===== src/wwdt_pkg.sv =====
// How it works
// - Reload constant accepts writes freely while reload protect is clear.
// - With protect set, reload changes only when counter is below warning and window.
// - Early reload write under protect causes watchdog reset and sets timeout flag.
// - Run enable, reset on timeout and reload protect are set only bits.
// - Timeout flag sets on timeout, feed error, and protected reload write.
// - Software writing zero to bit two of mode clears the timeout flag.
// - Warning flag sets on warning match; cleared by reset or writing one.
// - A watchdog interrupt during Sleep issues a wake up.
// - With run enable low nothing counts or interrupts; only a protected reload write resets.
// - Interrupt mode raises warning flag and interrupt; only a protected reload write resets chip.
// - Reset mode raises warning interrupt and resets chip when counter hits zero.
// - In reset mode a feed above the window compare resets the chip.
// - Every completed feed reloads the counter from the reload constant.
// - Reload constant resets to 0xFF and values below 0xFF store 0xFF.
// - Writing 0xAA then 0x55 to feed is a valid feed and starts counting.
// - Run enable alone does not arm; first valid feed arms resets and errors.
// - After 0xAA, any other access is a feed error setting the timeout flag.
// - Feed error reset is asserted in the second bus cycle after the access.
// - Counter readback resets to 0xFF and lags the live counter slightly.
// - Warning interrupt rises one counting clock cycle after the match.
// - Warning match needs low ten counter bits equal field, upper bits zero.
// - A zero warning field makes the warning match coincide with the timeout.
// - Window compare resets to its maximum so windowing is off.
// - Mode and reload writes reach counting logic after three counting clocks.
// - Run enable and reset on timeout take effect only after a feed sequence; reload protect at once.
// - Counting clock passes a divide by four prescaler before the counter.
package wwdt_pkg;
    localparam logic [31:0] ADDR_MODE     = 32'h4000_4000;
    localparam logic [31:0] ADDR_RELOAD   = 32'h4000_4004;
    localparam logic [31:0] ADDR_FEED     = 32'h4000_4008;
    localparam logic [31:0] ADDR_READBACK = 32'h4000_400C;
    localparam logic [31:0] ADDR_WARN     = 32'h4000_4014;
    localparam logic [31:0] ADDR_WINDOW   = 32'h4000_4018;

    localparam int BIT_RUN_ENABLE     = 0;
    localparam int BIT_RESET_ON_TIMEOUT = 1;
    localparam int BIT_TIMEOUT_FLAG   = 2;
    localparam int BIT_WARNING_FLAG   = 3;
    localparam int BIT_RELOAD_PROTECT = 4;

    localparam int CNT_W  = 24;
    localparam int WARN_W = 10;

    localparam logic [23:0] RELOAD_RESET = 24'h00_00FF;
    localparam logic [23:0] RELOAD_MIN   = 24'h00_00FF;
    localparam logic [23:0] WINDOW_RESET = 24'hFF_FFFF;
    localparam logic [9:0]  WARN_RESET   = 10'h000;
    localparam logic [7:0]  FEED_FIRST   = 8'hAA;
    localparam logic [7:0]  FEED_SECOND  = 8'h55;

    localparam logic [1:0] PRESCALE_LAST = 2'h3;
    localparam logic [1:0] SYNC_DELAY    = 2'h3;

    // Set-only mode bits grouped as one carrier.
    typedef struct packed {
        logic reload_protect;
        logic reset_on_timeout;
        logic run_enable;
    } wwdt_mode_type;

    typedef enum logic {FEED_IDLE, FEED_GOT_FIRST} wwdt_feed_type;
endpackage


===== src/wwdt_top.sv =====
`timescale 1ns/1ps
`default_nettype none
module wwdt_top (
    // Clock and reset.
    input  wire  logic        clk,
    input  wire  logic        srst,
    // Register bus, APB style.
    input  wire  logic        psel,
    input  wire  logic        penable,
    input  wire  logic        pwrite,
    input  wire  logic [31:0] paddr,
    input  wire  logic [31:0] pwdata,
    output logic [31:0]       prdata,
    output logic              pready,
    output logic              pslverr,
    // Counting clock pin and power state.
    input  wire  logic        counting_clock,
    input  wire  logic        sleep_mode,
    // Watchdog outputs.
    output logic              chip_reset,
    output logic              warning_irq,
    output logic              wakeup
);
    import wwdt_pkg::*;

    logic [2:0]          cc_sync_reg;
    logic                cc_level_reg;
    logic [1:0]          prescale_reg;
    logic [1:0]          sync_cnt_reg;
    logic                sync_pend_reg;
    wwdt_mode_type       mode_reg;
    wwdt_mode_type       mode_sync_reg;
    wwdt_mode_type       mode_act_reg;
    logic                timeout_flag_reg;
    logic                warning_flag_reg;
    logic                armed_reg;
    logic [CNT_W-1:0]    reload_reg;
    logic [CNT_W-1:0]    reload_sync_reg;
    logic [CNT_W-1:0]    counter_reg;
    logic [CNT_W-1:0]    readback_reg;
    logic [CNT_W-1:0]    window_reg;
    logic [WARN_W-1:0]   warn_reg;
    logic                match_pend_reg;
    logic                reset_pend_reg;
    wwdt_feed_type       feed_state_reg;
    logic [31:0]         prdata_reg;
    logic                pready_reg;
    logic                pslverr_reg;
    logic                chip_reset_reg;
    logic                warning_irq_reg;
    logic                wakeup_reg;

    // Counting clock edge filtered by the last two stages, then divided by four.
    wire cc_edge   = (cc_sync_reg[1] == cc_sync_reg[2]) && cc_sync_reg[2] && !cc_level_reg;
    wire cnt_tick  = cc_edge && (prescale_reg == PRESCALE_LAST);
    wire wd_reset  = chip_reset_reg;

    // Bus decode; an access completes in the cycle pready is high.
    wire acc       = psel && penable && pready_reg;
    wire wr        = acc && pwrite;
    wire hit_mode  = paddr == ADDR_MODE;
    wire hit_rel   = paddr == ADDR_RELOAD;
    wire hit_feed  = paddr == ADDR_FEED;
    wire hit_rb    = paddr == ADDR_READBACK;
    wire hit_warn  = paddr == ADDR_WARN;
    wire hit_win   = paddr == ADDR_WINDOW;
    wire mapped    = hit_mode || hit_rel || hit_feed || hit_rb || hit_warn || hit_win;
    wire wr_first  = wr && hit_feed && (pwdata[7:0] == FEED_FIRST);
    wire wr_second = wr && hit_feed && (pwdata[7:0] == FEED_SECOND);

    // Feed completion and feed errors.
    wire feed_done = (feed_state_reg == FEED_GOT_FIRST) && wr_second;
    wire feed_err  = (feed_state_reg == FEED_GOT_FIRST) && acc && !wr_second
                     && armed_reg;
    wire win_err   = feed_done && armed_reg && mode_act_reg.reset_on_timeout
                     && (counter_reg > window_reg);

    // Protected reload writes allowed only below both compare values.
    wire below_cmp = (counter_reg < {14'h0000, warn_reg}) && (counter_reg < window_reg);
    wire rel_ok    = !mode_reg.reload_protect || below_cmp;
    wire rel_err   = wr && hit_rel && !rel_ok;
    wire [CNT_W-1:0] rel_wval = (pwdata[CNT_W-1:0] < RELOAD_MIN) ? RELOAD_MIN
                                : pwdata[CNT_W-1:0];

    // Counter events, only while armed and enabled; reload errors reach tmo_set and rst_req at any time.
    wire running   = armed_reg && mode_act_reg.run_enable;
    wire warn_hit  = running && cnt_tick && (counter_reg[CNT_W-1:WARN_W] == 14'h0000)
                     && (counter_reg[WARN_W-1:0] == warn_reg);
    wire tmo_hit   = running && cnt_tick && (counter_reg == 24'h00_0000);
    wire tmo_rst   = tmo_hit && mode_act_reg.reset_on_timeout;
    wire tmo_set   = tmo_hit || feed_err || rel_err;
    wire rst_req   = tmo_rst || win_err || rel_err
                     || (feed_err && mode_act_reg.reset_on_timeout);
    wire warn_set  = match_pend_reg && cc_edge;

    // Read data selection.
    wire [31:0] rd_mode = {27'h000_0000, mode_reg.reload_protect, warning_flag_reg,
                           timeout_flag_reg, mode_reg.reset_on_timeout, mode_reg.run_enable};
    wire [31:0] rd_val  = hit_mode ? rd_mode :
                          hit_rel  ? {8'h00, reload_reg} :
                          hit_rb   ? {8'h00, readback_reg} :
                          hit_warn ? {22'h00_0000, warn_reg} :
                          hit_win  ? {8'h00, window_reg} : 32'h0000_0000;

    // Three stage input synchroniser and filtered level of the counting clock.
    always_ff @(posedge clk) begin
        if (srst) begin
            cc_sync_reg  <= 3'h0;
            cc_level_reg <= 1'b0;
        end else begin
            cc_sync_reg <= {cc_sync_reg[1:0], counting_clock};
            if (cc_sync_reg[1] == cc_sync_reg[2]) begin
                cc_level_reg <= cc_sync_reg[2];
            end
        end
    end

    // Divide by four prescaler on counting clock edges.
    always_ff @(posedge clk) begin
        if (srst || wd_reset) begin
            prescale_reg <= 2'h0;
        end else if (cc_edge) begin
            prescale_reg <= prescale_reg + 2'h1;
        end
    end

    // Bus slave with one wait state; unmapped addresses answer with an error.
    always_ff @(posedge clk) begin
        if (srst) begin
            pready_reg  <= 1'b0;
            prdata_reg  <= 32'h0000_0000;
            pslverr_reg <= 1'b0;
        end else begin
            pready_reg  <= psel && penable && !pready_reg;
            pslverr_reg <= psel && penable && !pready_reg && !mapped;
            // Read data stands only while pready is high and is zero otherwise.
            if (psel && penable && !pready_reg && !pwrite) begin
                prdata_reg <= rd_val;
            end else begin
                prdata_reg <= 32'h0000_0000;
            end
        end
    end

    // Set-only mode bits and software compare registers.
    always_ff @(posedge clk) begin
        if (srst || wd_reset) begin
            mode_reg   <= '0;
            reload_reg <= RELOAD_RESET;
            warn_reg   <= WARN_RESET;
            window_reg <= WINDOW_RESET;
        end else if (wr) begin
            if (hit_mode) begin
                mode_reg.run_enable       <= mode_reg.run_enable | pwdata[BIT_RUN_ENABLE];
                mode_reg.reset_on_timeout <= mode_reg.reset_on_timeout | pwdata[BIT_RESET_ON_TIMEOUT];
                mode_reg.reload_protect   <= mode_reg.reload_protect | pwdata[BIT_RELOAD_PROTECT];
            end
            if (hit_rel && rel_ok) begin
                reload_reg <= rel_wval;
            end
            if (hit_warn) begin
                warn_reg <= pwdata[WARN_W-1:0];
            end
            if (hit_win) begin
                window_reg <= pwdata[CNT_W-1:0];
            end
        end
    end

    // Timeout flag survives a watchdog reset; the set wins over a clear.
    always_ff @(posedge clk) begin
        if (srst) begin
            timeout_flag_reg <= 1'b0;
        end else if (tmo_set) begin
            timeout_flag_reg <= 1'b1;
        end else if (wr && hit_mode && !pwdata[BIT_TIMEOUT_FLAG]) begin
            timeout_flag_reg <= 1'b0;
        end
    end

    // Warning flag; a pending match lands one counting clock after the match.
    always_ff @(posedge clk) begin
        if (srst || wd_reset) begin
            warning_flag_reg <= 1'b0;
            match_pend_reg   <= 1'b0;
        end else begin
            if (warn_hit) begin
                match_pend_reg <= 1'b1;
            end else if (warn_set) begin
                match_pend_reg <= 1'b0;
            end
            if (warn_set) begin
                warning_flag_reg <= 1'b1;
            end else if (wr && hit_mode && pwdata[BIT_WARNING_FLAG]) begin
                warning_flag_reg <= 1'b0;
            end
        end
    end

    // Mode and reload writes reach the counting side after three counting clock edges.
    always_ff @(posedge clk) begin
        if (srst || wd_reset) begin
            sync_pend_reg   <= 1'b0;
            sync_cnt_reg    <= 2'h0;
            mode_sync_reg   <= '0;
            reload_sync_reg <= RELOAD_RESET;
        end else if (wr && (hit_mode || hit_rel)) begin
            sync_pend_reg <= 1'b1;
            sync_cnt_reg  <= SYNC_DELAY;
        end else if (sync_pend_reg && cc_edge) begin
            if (sync_cnt_reg == 2'h1) begin
                sync_pend_reg   <= 1'b0;
                mode_sync_reg   <= mode_reg;
                reload_sync_reg <= reload_reg;
            end
            sync_cnt_reg <= sync_cnt_reg - 2'h1;
        end
    end

    // Feed sequencer; every access after the first byte ends the sequence.
    always_ff @(posedge clk) begin
        if (srst || wd_reset) begin
            feed_state_reg <= FEED_IDLE;
        end else if (acc) begin
            unique case (feed_state_reg)
                FEED_IDLE:      feed_state_reg <= wr_first ? FEED_GOT_FIRST : FEED_IDLE;
                FEED_GOT_FIRST: feed_state_reg <= FEED_IDLE;
            endcase
        end
    end

    // Run enable and reset on timeout take effect and the watchdog arms only on a completed feed.
    always_ff @(posedge clk) begin
        if (srst || wd_reset) begin
            mode_act_reg <= '0;
            armed_reg    <= 1'b0;
        end else if (feed_done) begin
            mode_act_reg <= mode_sync_reg;
            armed_reg    <= mode_sync_reg.run_enable;
        end
    end

    // Down counter: reloaded on feed and on timeout, decremented per tick.
    always_ff @(posedge clk) begin
        if (srst || wd_reset) begin
            counter_reg <= RELOAD_RESET;
        end else if (feed_done || tmo_hit) begin
            counter_reg <= reload_sync_reg;
        end else if (running && cnt_tick) begin
            counter_reg <= counter_reg - 24'h00_0001;
        end
    end

    // Readback snapshot taken on counting clock edges.
    always_ff @(posedge clk) begin
        if (srst || wd_reset) begin
            readback_reg <= RELOAD_RESET;
        end else if (cc_edge) begin
            readback_reg <= counter_reg;
        end
    end

    // Reset pipeline: asserted in the second cycle after the cause.
    always_ff @(posedge clk) begin
        if (srst) begin
            reset_pend_reg  <= 1'b0;
            chip_reset_reg  <= 1'b0;
            warning_irq_reg <= 1'b0;
            wakeup_reg      <= 1'b0;
        end else begin
            reset_pend_reg  <= rst_req && !wd_reset;
            chip_reset_reg  <= reset_pend_reg;
            warning_irq_reg <= warning_flag_reg && mode_act_reg.run_enable;
            wakeup_reg      <= warn_set && sleep_mode;
        end
    end

    // Outputs straight from flip-flops.
    assign prdata      = prdata_reg;
    assign pready      = pready_reg;
    assign pslverr     = pslverr_reg;
    assign chip_reset  = chip_reset_reg;
    assign warning_irq = warning_irq_reg;
    assign wakeup      = wakeup_reg;
endmodule // wwdt_top
`default_nettype wire

===== config.mk =====
export PLATFORM = sky130hd
export DESIGN_NAME = wwdt_top
export DESIGN_NICKNAME = d
export VERILOG_FILES = /design/src/wwdt_pkg.sv /design/src/wwdt_top.sv
export SDC_FILE = /design/constraint.sdc
export NUM_CORES = 1
export LEC_CHECK = 0
export ABC_CLOCK_PERIOD_IN_PS = 9900
export BUFFER_PORTS_ARGS = -buffer_cell sky130_fd_sc_hd__buf_2
export CAP_MARGIN = 20
export CORE_UTILIZATION = 38
export DETAILED_ROUTE_END_ITERATION = 10
export GPL_ROUTABILITY_DRIVEN = 0
export PLACE_DENSITY_LB_ADDON = 0.1
export SYNTH_ARGS = -nofsm -noshare
export SYNTH_HDL_FRONTEND = slang
export SYNTH_SLANG_ARGS = --single-unit

===== constraint.sdc =====
create_clock -name clk -period 9.9 [get_ports clk]
set_clock_uncertainty 0.15 [all_clocks]
set_input_delay 0.495 -clock clk [delete_from_list [all_inputs] [get_ports clk]]
set_output_delay 0.495 -clock clk [all_outputs]
set_load 0.1 [all_outputs]

== Word-level counts from Yosys, hierarchy flattened ==
Index checks and enable logic that the tools add are counted.
Operators by class
  add/sub/neg operators: 3
  magnitude comparators: 4
  equality and inequality tests: 12
  muxes and demuxes: 21
  bitwise operators: 6
  reductions and logical operators: 77
Operators with widths (number)
  $eq 32x31->1 const B: 6
  $mux 24: 7
  $logic_and 1x1->1: 38
  $gt 24x24->1: 1
  $logic_not 24->1: 1
  $lt 24x10->1: 1
  $lt 24x24->1: 1
  $lt 24x8->1 const B: 1
  $sub 24x1->24 const B: 1
  $logic_not 14->1: 1
  $logic_or 1x1->1: 13
  $reduce_bool 2->1: 6
  $eq 10x10->1: 1
  $mux 1: 10
  $reduce_and 2->1: 5
  $logic_not 1->1: 9
  $eq 8x7->1 const B: 1
  $eq 8x8->1 const B: 1
  $reduce_or 6->1: 1
  $mux 5: 1
  $mux 2: 2
  $not 1->1: 3
  $or 1x1->1: 3
  $reduce_and 3->1: 1
  other kinds (8): 8
Storage, ports and cells
  bits in registers: 188
  input port bits: 71

== Longest topological paths before layout ==
Gate-level depths: netlist (run 1).
  word-level depth: 13
  mapped depth: 9
  gate-level depth less buffers: 8

== Worst setup path after synthesis (run 1) ==
OpenSTA, ideal clock, no wires.
  path type: register -> register
  start: register counter_reg[14]
  end: register reload_reg[10]
  setup time: 72 ps
  arrival: 3093 ps
  path slack: 6585 ps
  stages on the path, launching flop included: 9
  clock period less this slack: 3315 ps
  cells stage by stage: dfxtp_1 > or3_4 > or4_4 > buf_6 > or4_4 > a2111o_1 > o41ai_4 > buf_6 > mux2i_1
Between the ends
  cells in the longest elaborated chain, start to end: 5
  elaborated cells on any way between the ends: 6
Ends and longest elaborated chain
  start, declared: line wwdt_top.sv:39  | logic [CNT_W-1:0] counter_reg;
  start signal, assigned: line wwdt_top.sv:248  | counter_reg <= reload_sync_reg;
  start signal, assigned: line wwdt_top.sv:250  | counter_reg <= counter_reg - 24'h00_0001;
  $lt 24x10->1 / $lt 24x24->1 (equally long branches): line wwdt_top.sv:79  | wire below_cmp = (counter_reg < {14'h0000, warn_reg}) && (counter_reg < window_reg);
  $logic_and 1x1->1 (*): line wwdt_top.sv:79
  $logic_or 1x1->1 (*): line wwdt_top.sv:80  | wire rel_ok = !mode_reg.reload_protect || below_cmp;
  $logic_and 1x1->1 (*): line wwdt_top.sv:158  | if (hit_rel && rel_ok) begin
  $reduce_and 2->1 (no line) (*)
  end signal, assigned: line wwdt_top.sv:159  | reload_reg <= rel_wval;
  end, declared: line wwdt_top.sv:37  | logic [CNT_W-1:0] reload_reg;
Mark *: on every way between the ends. The rest lies on a longest branch, timed or not.
A chain may end at the register's enable or synchronous reset.

== Worst setup path after layout (run 1) ==
  start: register counter_reg[0]
  end: register counter_reg[1]
Between the ends
  cells in the longest elaborated chain, start to end: 4
  elaborated cells on any way between the ends: 7
Ends and longest elaborated chain
  branches (longest 4 deep; another with $sub 24x1->24)
Several ways; the timed one is not identified. The select of a mux whose other input is x is not followed.

==> results of run 1 <==
==> power by group through the flow <==
stage	Combinational (uW)	Clock (uW)	Sequential, uW
final	64.5	671	725
after CTS	64.6	681	725
after global placement	64.3	0	742
after global routing	69.1	715	725
after detailed placement	64.4	0	742
after floorplan	36.4	0	744
==> per-layer routing <==
metal  wire length [um]  vias up
met3               1433       26
met4                341        2
met5                 13        -
met2              11620      209
li1                   -     3717
met1              12840     3629
==> logic make-up (layout without fill, tap and decap cells) <==
logic type | count (synthesis) | in the layout | synth area share [%]
AND/OR/NAND/NOR | 404 | 404 | 22.15
other | 1 | 8 | 0.04425
buffers and inverters | 114 | 179 | 5.670
AO/OA/AOI/OAI | 208 | 208 | 16.42
adder cells (fa/ha/maj) | 38 | 38 | 5.611
multiplexers | 62 | 62 | 7.382
XOR/XNOR | 2 | 2 | 0.2067
flip-flops | 180 | 180 | 42.52
==> area by class of cell <==
cell class              instances  area share, %
flip-flops and latches        180          37.12
well taps                     280          3.609
inverters                      44          1.701
clock buffers                  18          4.524
multi-input cells             722          46.00
clock inverters                14          1.366
repair buffers                103          5.672
==> metrics by stage <==
step / std cells / instance area [sq um] / total power, uW
2_1_floorplan: 1016 / 8501 / 780.7
3_3_place_gp: 1327 / 9115 / 806.3
3_5_place_dp: 1329 / 9135 / 806.4
4_1_cts: 1361 / 9707 / 1471
5_1_grt: 1361 / 9707 / 1509
6_report: 1361 / 9707 / 1460
==> worst min path at each step <==
stage	start	cells past startpoint	endpoint
after floorplan	cc_sync_reg[0]$_SDFF_PP0_	1	cc_sync_reg[1]$_SDFF_PP0_
after global placement	reset_pend_reg$_SDFF_PP0_	1	chip_reset$_SDFF_PP0_
after detailed placement	cc_sync_reg[0]$_SDFF_PP0_	1	cc_sync_reg[1]$_SDFF_PP0_
after CTS	counting_clock	2	cc_sync_reg[0]$_SDFF_PP0_
after global routing	counting_clock	2	cc_sync_reg[0]$_SDFF_PP0_
final	counting_clock	2	cc_sync_reg[0]$_SDFF_PP0_
==> cells in the final DEF (no fill, tap or decap), types with 4 or more instances in the layout <==
cell type / instances
sky130_fd_sc_hd__and3_1: 8
sky130_fd_sc_hd__or3_1: 8
sky130_fd_sc_hd__nor2b_1: 6
sky130_fd_sc_hd__a22oi_1: 10
sky130_fd_sc_hd__mux2_2: 4
sky130_fd_sc_hd__and4_1: 5
sky130_fd_sc_hd__o21a_1: 4
sky130_fd_sc_hd__buf_4: 10
sky130_fd_sc_hd__dfxtp_1: 180
sky130_fd_sc_hd__nand4_1: 15
sky130_fd_sc_hd__inv_8: 6
sky130_fd_sc_hd__nor3_1: 14
sky130_fd_sc_hd__o211ai_1: 32
sky130_fd_sc_hd__nand2b_1: 4
sky130_fd_sc_hd__clkbuf_16: 17
sky130_fd_sc_hd__inv_1: 44
sky130_fd_sc_hd__conb_1: 8
sky130_fd_sc_hd__ha_1: 38
sky130_fd_sc_hd__nor3b_1: 4
sky130_fd_sc_hd__a21oi_1: 83
sky130_fd_sc_hd__o22ai_1: 7
sky130_fd_sc_hd__a222oi_1: 20
sky130_fd_sc_hd__a31oi_1: 4
sky130_fd_sc_hd__mux2i_1: 58
sky130_fd_sc_hd__o21ai_0: 18
sky130_fd_sc_hd__nand3_1: 41
sky130_fd_sc_hd__nor4_1: 17
sky130_fd_sc_hd__a21o_1: 4
sky130_fd_sc_hd__buf_2: 92
sky130_fd_sc_hd__nand2_1: 185
sky130_fd_sc_hd__nor2_1: 73
==> worst max-delay path, cell delays in order, from the launching register on <==
cell and delay (ns):
sky130_fd_sc_hd__dfxtp_1 0.36, sky130_fd_sc_hd__inv_1 0.17, sky130_fd_sc_hd__ha_1 0.21, sky130_fd_sc_hd__nor3b_1 0.61
sky130_fd_sc_hd__nand4_1 0.48, sky130_fd_sc_hd__or4_1 0.83, sky130_fd_sc_hd__and2_1 0.47, sky130_fd_sc_hd__o211ai_1 0.25
sky130_fd_sc_hd__o211ai_1 0.11
==> results.md, run 1 <==
- The async set-reset flop share out of synthesis is 0%.
- The global-route usage over all layers is 23.78%.
- Dividing the final minimum period by the clock period gives 38.56%.
- Registers are responsible for 49.7% of the overall power.
- The register bit count reported by yosys is 180.
- The tree is rooted in a sky130_fd_sc_hd__clkbuf_16.
- The most critical setup path has its startpoint at counter_reg[0]$_SDFFE_PP1P_.
- The number of nets in the layout is 1,177.
- Counting cells, the worst reg-to-reg path comes to 8.
- The largest total area in the synthesized netlist belongs to sky130_fd_sc_hd__dfxtp_1.
- For the pin with the worst max-slew slack, the measured transition is 1.050 ns.
- The ratio of routed vias to standard cells is 5.572.
- The clock power share is 45.9%.
- 0 antenna diodes ended up in the layout.
- The aggregate negative setup slack is 0 ns.
- The residual DRC count is 0.
- In the final layout, flip-flops and latches occupy 3603 sq um.
- The maximum number of pins on one net before global-route repair is 91.
- Clock-pin slew was measured on the worst setup and hold paths at 0.08 ns.
- In this run, post-CTS repair resized a total of 0 instances.
- Data arrives at the worst endpoint at 3.93 ns.
- Global routing used 34.42% of the available met1 tracks.
- Power spread over the standard cell area amounts to 150.4 nW/um^2.
- The worst register-to-register path begins at counter_reg[0]$_SDFFE_PP1P_.
- The clock net sink count is 180.
- The first global-routing pass estimated 40.62 mm of wire.
- For met2 alone, demand over resource in global routing was 36.03%.
- For met3 alone, demand over resource in global routing was 4.428%.
- The number of distinct library cells after synthesis is 59.
- TritonCTS built the clock tree.
- The initialized floorplan defines 54 standard-cell rows.
- The signed area change from the synthesized netlist to the final layout is 14.54%.
- In this run the static leakage power is 0.003886 uW.
- Data on the critical path is required at its endpoint by 10.01 ns.
- Across all setup checks in the final design, the least slack found is 6.083 ns.
- The proportion of total power due to net switching is 25.87%.
- The depth of the CTS H-tree is 4.
- Averaged over all synthesized cells, the footprint is 8.399 sq um.
- The total area inside the core boundary comes to 21,820 sq um.
- The end point of the critical path is counter_reg[1]$_SDFFE_PP1P_.
- The setup slack at placement is 6.201 ns.
- By area the synthesized netlist is led by sky130_fd_sc_hd__dfxtp_1 (43%), sky130_fd_sc_hd__nand2_1 (8.2%), sky130_fd_sc_hd__mux2i_1 (6.9%).
- Summed over all layers, the global routing overflow is 0.
- The pre-antenna-repair detailed-routing pass consisted of 5 iterations.
- Once detail routing completed, the nets flagged for antenna violations numbered 0.
- Setup repair after global routing left no endpoint under its margin.
- Summing the sequential cell areas from Yosys gives 42.52% of the chip area.
- The synthesized design devotes to its leading area cell type 42.52% of total area.
- In this run the most used layer during global routing was met2.
- The die covers 22,900 sq um.
- For this design the total switching power over the nets is 377.7 uW.
- The share of power burned in combinational logic is 4.4%.
- The overall die width is 151.3 um.
- sky130_fd_sc_hd__nand2_1 is the most common cell in the netlist.
- Among all flip-flop cells after synthesis, the most frequent one is sky130_fd_sc_hd__dfxtp_1.
- The number of pins with negative max-slew slack in the final report is 0.
- The DRC violation total after the first TritonRoute iteration is 786.
- Timing would allow up to 262.0 MHz.
- The cell count after synthesis is 1,009.
- The kind of critical path is reg -> reg.
- In this run the tightest slew margin relative to its limit is 30.01%.
- The number of flops mapped to enable cells by yosys is 0.
- The die is 151.3 um tall.
- The max-capacitance violation count is 0.
- The number of antenna violations at the first check in global routing came to 1.
- The flow ran to the end, and the final reports show no timing, DRC or antenna violations.
- 108 I/O pins were placed.
- The effective utilization at floorplan is 38.83%.
- The final critical path time including I/O delays and setup is 3.817 ns.
- In the final routed layout, each cell accounts on average for 19.28 um.
- Buffers added to address setup during post-CTS repair amount to 0.
- The setup slack of the most critical reg-to-reg path is 6.08 ns.
- The fill cell total of the finished layout is 2,208.
- The startpoint type of the worst setup path is a register.
- The end-of-flow core utilization is 44.48%.
- The worst hold slack across all endpoints is 0.1187 ns.
- The number of global-route vias before repair was 6,857.
- The multi-input combinational cells in the finished layout cover a total of 4466 sq um.
- After synthesis, the most frequently instantiated cells are sky130_fd_sc_hd__nand2_1 (185), sky130_fd_sc_hd__dfxtp_1 (180), sky130_fd_sc_hd__a21oi_1 (84).
- The clock tree buffer depth is 2.
- STA classifies the critical path endpoint as a register.
- Internal power comes to 1082 uW.
- The worst register-to-register path ends at counter_reg[1]$_SDFFE_PP1P_.
- The count of final setup violators is 0.
- The final count of hold timing violations is 0.
- The number of warnings reported in the yosys synthesis log is 0.
- The half-perimeter wire length after placement is 17.84 mm.
- The count of input and output buffers is 91.
- The worst-case IR drop observed on VDD is 0.0001043 V.
- For the worst-skew pair, the clock arrives at the later sink with an insertion delay of 0.44 ns.
- In this run the worst path has a maximum fanout of 13.
- The fraction of layout cells with a size suffix above 1 is 14.34%.
- The tightest min-delay check is of the in -> reg type.
- The routed layout has 7,583 vias.
- The cell area after synthesis is 8474 sq um.
- Hold repair after CTS inserted 0 buffers.
- Summed over all layers, the routed wires come to 26.24 mm.
- The clock buffer count from CTS is 17.
Note: power is estimated with default switching activity, not from simulation.
==> run 2: changes to the inputs <==
ABC_CLOCK_PERIOD_IN_PS = 3500   (was 9900)
clock period = 3.5 ns   (was 9.9 ns; I/O delays follow)
==> run 2 against run 1 <==
Against the previous run: flip-flop and latch count stayed put; die area stayed put; worst hold slack got worse by 0.097 ns; wire length increased by 3.8%; design area increased by 5.8%; setup slack got worse by 5.9 ns; utilization increased by 2.6 points; register-to-register slack got worse by 5.9 ns; critical endpoint is now reload_reg[12]$_SDFFE_PP0P_; combinational power increased to 3.4 times the previous value; sequential power rose to 2.8 times the previous value; non-clock buffer count rose by 60; count of clock-buffer cells in the layout down 1.
==> results.md, run 2 (synthesized netlist as in run 1, its figures left out) <==
- The die height is 151.3 um (unchanged).
- Result of the run: completed (unchanged).
- The total setup buffers inserted after CTS is 0 (unchanged).
- The TritonCTS clock tree is yes (unchanged).
- The DRC violation total after the first TritonRoute iteration is 774 (was 786).
- The half-perimeter wire length after placement is 19.02 mm (was 17.84 mm).
- The register clock-pin slew on the reported worst setup and hold paths was 0.07 ns (was 0.08 ns).
- The largest fanout of any net on the critical path was 19 (was 13).
- The fill cell total of the finished layout is 2,232 (was 2,208).
- The final critical path time including I/O delays and setup is 3.274 ns (was 3.817 ns).
- The wire length of the first global-routing pass is 41.82 mm (was 40.62 mm).
- The destination of the worst register-to-register timing path is reload_reg[12]$_SDFFE_PP0P_ (was counter_reg[1]$_SDFFE_PP1P_).
- The peak supply drop is 0.0002977 V (was 0.0001043 V).
- The part of the cycle the worst path needs is 93.54% (was 38.56%).
- The pin slew with the least headroom to its limit is 0.9273 ns (was 1.050 ns).
- The max-capacitance violation count is 0 (unchanged).
- The effective utilization at floorplan is 38.83% (unchanged).
- The iteration count of the initial detailed-routing pass is 7 (was 5).
- Commonest cells after routing, fill and taps aside: sky130_fd_sc_hd__nand2_1 (185), sky130_fd_sc_hd__dfxtp_1 (180), sky130_fd_sc_hd__buf_2 (91) (was sky130_fd_sc_hd__nand2_1 (185), sky130_fd_sc_hd__dfxtp_1 (180), sky130_fd_sc_hd__buf_2 (92)).
- The fraction of layout cells with a size suffix above 1 is 16.14% (was 14.34%).
- The global-route usage over all layers was 24.53% (was 23.78%).
- The count of input and output buffers is 91 (unchanged).
- The clock root buffer is sky130_fd_sc_hd__clkbuf_16 (unchanged).
- The tightest slew margin relative to the limit is 37.95% (was 30.01%).
- The met3 routed wirelength came to 1.673 mm (was 1.433 mm).
- The clock buffer count from CTS is 17 (unchanged).
- The via total after detailed routing is 7,821 (was 7,583).
- The residual DRC count is 0 (unchanged).
- The remaining number of nets flagged by the antenna check after routing came to 0 (unchanged).
- The number of cells on the worst reg-to-reg path is 7 (was 8).
- The maximum number of pins on one net before global-route repair is 65 (was 91).
- The number of antenna violations at the first check in global routing is 0 (was 1).
- The critical hold path startpoint is paddr[4] (was counting_clock).
- The startpoint type of the worst setup path is a register (unchanged).
- The number of pins with negative max-slew slack in the final report is 0 (unchanged).
- The overall die width is 151.3 um (unchanged).
- The sum of routed wire length over all layers is 27.25 mm (was 26.24 mm).
- The setup slack of the most critical reg-to-reg path is 0.23 ns (was 6.08 ns).
- The worst hold path class is in -> reg (unchanged).
- The kind of critical path was reg -> reg (unchanged).
- The worst flop-to-flop path startpoint was counter_reg[14]$_SDFFE_PP0P_ (was counter_reg[0]$_SDFFE_PP1P_).
- The signed area change from the synthesized netlist to the final layout was 21.19% (was 14.54%).
- The hold path depth is 3 (was 2).
- The met2 wirelength from detailed routing is 12.15 mm (was 11.62 mm).
- The achievable frequency is 305.4 MHz (was 262.0 MHz).
- Unrepaired setup endpoints after global routing: false (unchanged).
- The endpoint of the worst hold-timing path is pslverr$_SDFF_PP0_ (was cc_sync_reg[0]$_SDFF_PP0_).
- The number of nets in the layout is 1,237 (was 1,177).
- The highest metal layer used by the detailed router was met4 (was met5).
- The arrival time of data at the critical path endpoint is 3.48 ns (was 3.93 ns).
- The wire length per cell is 19.19 um (was 19.28 um).
- The final count of hold timing violations was 0 (unchanged).
- The ratio of routed vias to standard cells is 5.508 (was 5.572).
- The wire length on met1 is 13.01 mm (was 12.84 mm).
- The sort of element at the end of the critical path is a register (unchanged).
- The count of antenna diodes in the layout came to 0 (unchanged).
- The most common cell after layout, fill and taps aside is sky130_fd_sc_hd__nand2_1 (unchanged).
- The clock net sink count is 180 (unchanged).
- The total power is 4140 uW (was 1460 uW).
- The core outline area came to 21,820 sq um (unchanged).
- The count of final setup violators is 0 (unchanged).
- The cell row count is 54 (unchanged).
- The area of the die was 22,900 sq um (unchanged).
- The worst path required time was 3.71 ns (was 10.01 ns).
- The depth of the CTS H-tree is 4 (unchanged).
- The overall overflow remaining after global route is 0 (unchanged).
- The clock tree buffer depth is 2 (unchanged).
- The number of I/O pins is 108 (unchanged).
- The power density relative to cell area is 403.1 nW/um^2 (was 150.4 nW/um^2).
- The number of global-route vias before repair is 7,062 (was 6,857).
- The leakage power figure came to 0.004167 uW (was 0.003886 uW).
- The clock latency at the later pin of the worst-skew pair came to 0.43 ns (was 0.44 ns).
- The aggregate negative setup slack is 0 ns (unchanged).
run 2: metrics by stage:
stage / instances / area (sq um) / util, % / setup slack (ns) / hold slack, ns
after floorplan: 1016 / 8501 / - / 0.1852 / 0.1532
after global placement: 1359 / 9405 / 43.10 / 0.2853 / 0.2523
after detailed placement: 1359 / 9405 / 43.10 / 0.2391 / 0.2502
after CTS: 1420 / 10270 / 47.06 / 0.2165 / 0.009203
after global routing: 1420 / 10270 / 47.06 / 0.1226 / 0.02887
final: 1420 / 10270 / 47.06 / 0.2261 / 0.02193
run 2: timing repair:
item / 4_1_cts / 5_1_grt
resized for setup: 0 / 0
hold buffers: 30 / 0
hold endpoints to repair: 71 / 0
run 2: layout make-up:
class | count | area, sq um | share of cell area, %
clock buffer | 17 | 425.4 | 4.142
clock inverter | 14 | 138.9 | 1.352
inverter | 44 | 165.2 | 1.608
multi-input combinational | 722 | 4466 | 43.48
sequential | 180 | 3603 | 35.09
tap | 280 | 350.3 | 3.411
timing repair buffer | 163 | 1121 | 10.92
run 2: where the power goes:
part,switching (uW),internal (uW)
Combinational,145,71.7
Sequential,1.86,2050
Clock,929,943
Total,1080,3060
run 2: critical path, stage by stage (launching register included):
cell	delay, ns
sky130_fd_sc_hd__dfxtp_1	0.31
sky130_fd_sc_hd__or3_4	0.41
sky130_fd_sc_hd__or4_4	0.55
sky130_fd_sc_hd__or4_4	0.52
sky130_fd_sc_hd__a2111o_1	0.37
sky130_fd_sc_hd__o41ai_4	0.39
sky130_fd_sc_hd__buf_12	0.27
sky130_fd_sc_hd__mux2i_1	0.21
run 2: worst max-delay path by stage:
stage	start	to	slack, ns	depth (start not counted)
finish	counter_reg[14]$_SDFFE_PP0P_	reload_reg[12]$_SDFFE_PP0P_	0.23	7
global route	counter_reg[14]$_SDFFE_PP0P_	reload_reg[12]$_SDFFE_PP0P_	0.12	7
CTS	counter_reg[14]$_SDFFE_PP0P_	reload_reg[13]$_SDFFE_PP0P_	0.22	7
detailed placement	counter_reg[14]$_SDFFE_PP0P_	reload_reg[13]$_SDFFE_PP0P_	0.24	7
global placement	counter_reg[14]$_SDFFE_PP0P_	reload_reg[21]$_SDFFE_PP0P_	0.29	7
floorplan	counter_reg[14]$_SDFFE_PP0P_	reload_reg[10]$_SDFFE_PP0P_	0.19	8
run 2: layer usage:
| metal | global-route usage [%] | vias to the layer above |
|---|---|---|
| met4 | 6.300 | 0 |
| met2 | 37.33 | 244 |
| met1 | 35.31 | 3734 |
| met5 | 0 | - |
| li1 | - | 3825 |
| met3 | 4.398 | 18 |
==> run 3: changes to the inputs <==
BUFFER_PORTS_ARGS = -buffer_cell sky130_fd_sc_hd__buf_4   (was -buffer_cell sky130_fd_sc_hd__buf_2)
==> run 3 against run 2 <==
Against the previous run: setup slack improved by 0.0063 ns; non-clock buffer count rose by 2; flip-flop and latch count did not move; critical endpoint is now reload_reg[13]$_SDFFE_PP0P_; highest routed layer unchanged.
==> results.md, run 3 (synthesized netlist as in run 1, its figures left out) <==
- Result of the run: completed (unchanged).
- The number of I/O pins is 108 (unchanged).
- The clock buffer count from CTS is 17 (unchanged).
- The worst hold path class is in -> reg (unchanged).
- The sum of routed wire length over all layers is 27.51 mm (was 27.25 mm).
- The proportion of total power due to net switching was 25.58% (was 25.98%).
- The endpoint of the worst hold-timing path is feed_state_reg$_SDFFE_PP0N_ (was pslverr$_SDFF_PP0_).
- The setup slack of the most critical reg-to-reg path is 0.23 ns (about the same).
- The hold path depth is 5 (was 3).
- The global-route usage over all layers is 24.88% (was 24.53%).
- The worst path required time is 3.72 ns (was 3.71 ns).
- The wire length per cell is 19.33 um (was 19.19 um).
- The total area of sequential cells is 3603 sq um (unchanged).
- The clock net sink count was 180 (unchanged).
- The number of global-route vias before repair was 7,211 (was 7,062).
- The part of the power in registers was 49.1% (was 49.5%).
- Commonest cells after routing, fill and taps aside: sky130_fd_sc_hd__nand2_1 (185), sky130_fd_sc_hd__dfxtp_1 (180), sky130_fd_sc_hd__buf_4 (131) (was sky130_fd_sc_hd__nand2_1 (185), sky130_fd_sc_hd__dfxtp_1 (180), sky130_fd_sc_hd__buf_2 (91)).
- The core outline area is 21,820 sq um (unchanged).
- The residual DRC count is 0 (unchanged).
- The part of the cycle the worst path needs is 93.36% (was 93.54%).
- The tightest slew margin relative to the limit came to 33.12% (was 37.95%).
- The iteration count of the initial detailed-routing pass is 7 (unchanged).
- The switching power was 1070 uW (was 1076 uW).
- The kind of critical path is reg -> reg (unchanged).
- The number of antenna violations at the first check in global routing is 0 (unchanged).
- The area of the die came to 22,900 sq um (unchanged).
- The source of the critical timing path is counter_reg[14]$_SDFFE_PP0P_ (unchanged).
- The number of cells on the worst reg-to-reg path was 7 (unchanged).
- The max-capacitance violation count was 0 (unchanged).
- The clock power share is 45.3% (was 45.2%).
- The wire length of the first global-routing pass is 42.62 mm (was 41.82 mm).
- The count of final setup violators is 0 (unchanged).
- The half-perimeter wire length after placement came to 18.97 mm (was 19.02 mm).
- The signed area change from the synthesized netlist to the final layout is 23.90% (was 21.19%).
- The clock tree buffer depth is 2 (unchanged).
- The fraction of layout cells with a size suffix above 1 is 16.10% (was 16.14%).
- The arrival time of data at the critical path endpoint came to 3.48 ns (about the same).
- The count of input and output buffers is 91 (unchanged).
- The overall die width is 151.3 um (unchanged).
- The DRC violation total after the first TritonRoute iteration was 697 (was 774).
- The final count of hold timing violations is 0 (unchanged).
- The number of pins with negative max-slew slack in the final report is 0 (unchanged).
- The final critical path time including I/O delays and setup came to 3.268 ns (was 3.274 ns).
- The worst hold slack across all endpoints is 0.09406 ns (was 0.02193 ns).
- The total setup buffers inserted after CTS is 0 (unchanged).
- The clock latency at the later pin of the worst-skew pair is 0.44 ns (was 0.43 ns).
- The cell row count came to 54 (unchanged).
- The worst flop-to-flop path startpoint is counter_reg[14]$_SDFFE_PP0P_ (unchanged).
- The largest fanout of any net on the critical path is 19 (unchanged).
- The peak supply drop was 0.0002746 V (was 0.0002977 V).
- The destination of the worst register-to-register timing path is reload_reg[13]$_SDFFE_PP0P_ (was reload_reg[12]$_SDFFE_PP0P_).
- Unrepaired setup endpoints after global routing: false (unchanged).
- The die height came to 151.3 um (unchanged).
- The share of power burned in combinational logic was 5.7% (was 5.2%).
- The number of nets in the layout is 1,239 (was 1,237).
- The sort of element at the end of the critical path is a register (unchanged).
- The via total after detailed routing is 7,793 (was 7,821).
- The effective utilization at floorplan was 38.83% (unchanged).
- The pin slew with the least headroom to its limit is 0.9995 ns (was 0.9273 ns).
- The TritonCTS clock tree was yes (unchanged).
- The power density relative to cell area is 398.2 nW/um^2 (was 403.1 nW/um^2).
- The achievable frequency came to 306.0 MHz (was 305.4 MHz).
- The depth of the CTS H-tree is 4 (unchanged).
- The fill cell total of the finished layout came to 2,136 (was 2,232).
- The count of antenna diodes in the layout was 0 (unchanged).
- The cell total after placement is 1,359 (unchanged).
- The startpoint type of the worst setup path was a register (unchanged).
- The remaining number of nets flagged by the antenna check after routing is 0 (unchanged).
- The non-filler instance count after layout came to 1,423 (was 1,420).
- The leakage power figure is 0.004231 uW (was 0.004167 uW).
- The register clock-pin slew on the reported worst setup and hold paths is 0.08 ns (was 0.07 ns).
- The aggregate negative setup slack was 0 ns (unchanged).
- The cell internal power dissipation is 3111 uW (was 3064 uW).
- The overall overflow remaining after global route came to 0 (unchanged).
- The area of the multi-input gates was 4466 sq um (unchanged).
- The clock root buffer is sky130_fd_sc_hd__clkbuf_16 (unchanged).
- The ratio of routed vias to standard cells is 5.476 (was 5.508).
- The most common cell after layout, fill and taps aside is sky130_fd_sc_hd__nand2_1 (unchanged).
- The maximum number of pins on one net before global-route repair is 76 (was 65).
- The critical hold path startpoint is pwrite (was paddr[4]).
run 3: cell count changes in the layout (fill, tap and decap cells not counted):
cell	delta
sky130_fd_sc_hd__buf_4	+93
sky130_fd_sc_hd__buf_2	-91
sky130_fd_sc_hd__clkinv_4	+3
sky130_fd_sc_hd__inv_8	+3
sky130_fd_sc_hd__buf_12	-2
sky130_fd_sc_hd__clkinv_8	-2
sky130_fd_sc_hd__clkinvlp_4	-2
sky130_fd_sc_hd__dlygate4sd3_1	+2
sky130_fd_sc_hd__inv_6	-2
sky130_fd_sc_hd__clkbuf_1	+1
sky130_fd_sc_hd__clkbuf_8	+1
sky130_fd_sc_hd__clkinv_2	-1
run 3: final cells by class:
| type | count | share of cell area [%] |
|---|---|---|
| clock inverter | 13 | 1.227 |
| inverter | 44 | 1.573 |
| multi-input combinational | 722 | 42.53 |
| tap | 280 | 3.337 |
| timing repair buffer | 165 | 12.80 |
| sequential | 180 | 34.32 |
| clock buffer | 19 | 4.218 |
run 3: repair_timing:
action	4_1_cts	5_1_grt
hold buffers	32	0
resized for setup	0	0
endpoints found under the hold margin	73	0
endpoints found under the setup margin	0	0
run 3: power groups by stage:
stage	clock network (uW)	registers [uW]	logic [uW]
floorplan	0	2110	103
global placement	0	2100	209
detailed placement	0	2100	209
CTS	1930	2050	237
global route	2010	2050	252
finish	1890	2050	238
run 3: how the worst max path moves through the flow:
| stage | end | slack (ns) |
|---|---|---|
| after floorplan | reload_reg[10]$_SDFFE_PP0P_ | 0.19 |
| after global placement | reload_reg[10]$_SDFFE_PP0P_ | 0.28 |
| after detailed placement | reload_reg[11]$_SDFFE_PP0P_ | 0.25 |
| after CTS | reload_reg[9]$_SDFFE_PP0P_ | 0.23 |
| after global routing | reload_reg[11]$_SDFFE_PP0P_ | 0.12 |
| final | reload_reg[13]$_SDFFE_PP0P_ | 0.23 |
run 3: metal layers:
layer	track usage, %	routed length (um)
met1	36.29	13480
met4	5.800	376
met2	37.81	12080
met3	4.127	1573
met5	0	0
run 3: through the flow:
stage                     utilization (%)  power (uW)  area (sq um)  setup slack (ns)
after floorplan                         -        2208          8501            0.1852
after global placement              44.03        2308          9608            0.2834
after detailed placement            44.03        2308          9608            0.2507
after CTS                           48.11        4213         10500            0.2318
after global routing                48.11        4317         10500            0.1152
final                               48.11        4181         10500            0.2324
run 3: critical path, cell delays in order, from the launching register on:
cell and delay (ns):
sky130_fd_sc_hd__dfxtp_1 0.32, sky130_fd_sc_hd__or3_4 0.42, sky130_fd_sc_hd__or4_4 0.55, sky130_fd_sc_hd__or4_4 0.52
sky130_fd_sc_hd__a2111o_1 0.38, sky130_fd_sc_hd__o41ai_4 0.38, sky130_fd_sc_hd__buf_12 0.27, sky130_fd_sc_hd__mux2i_1 0.21
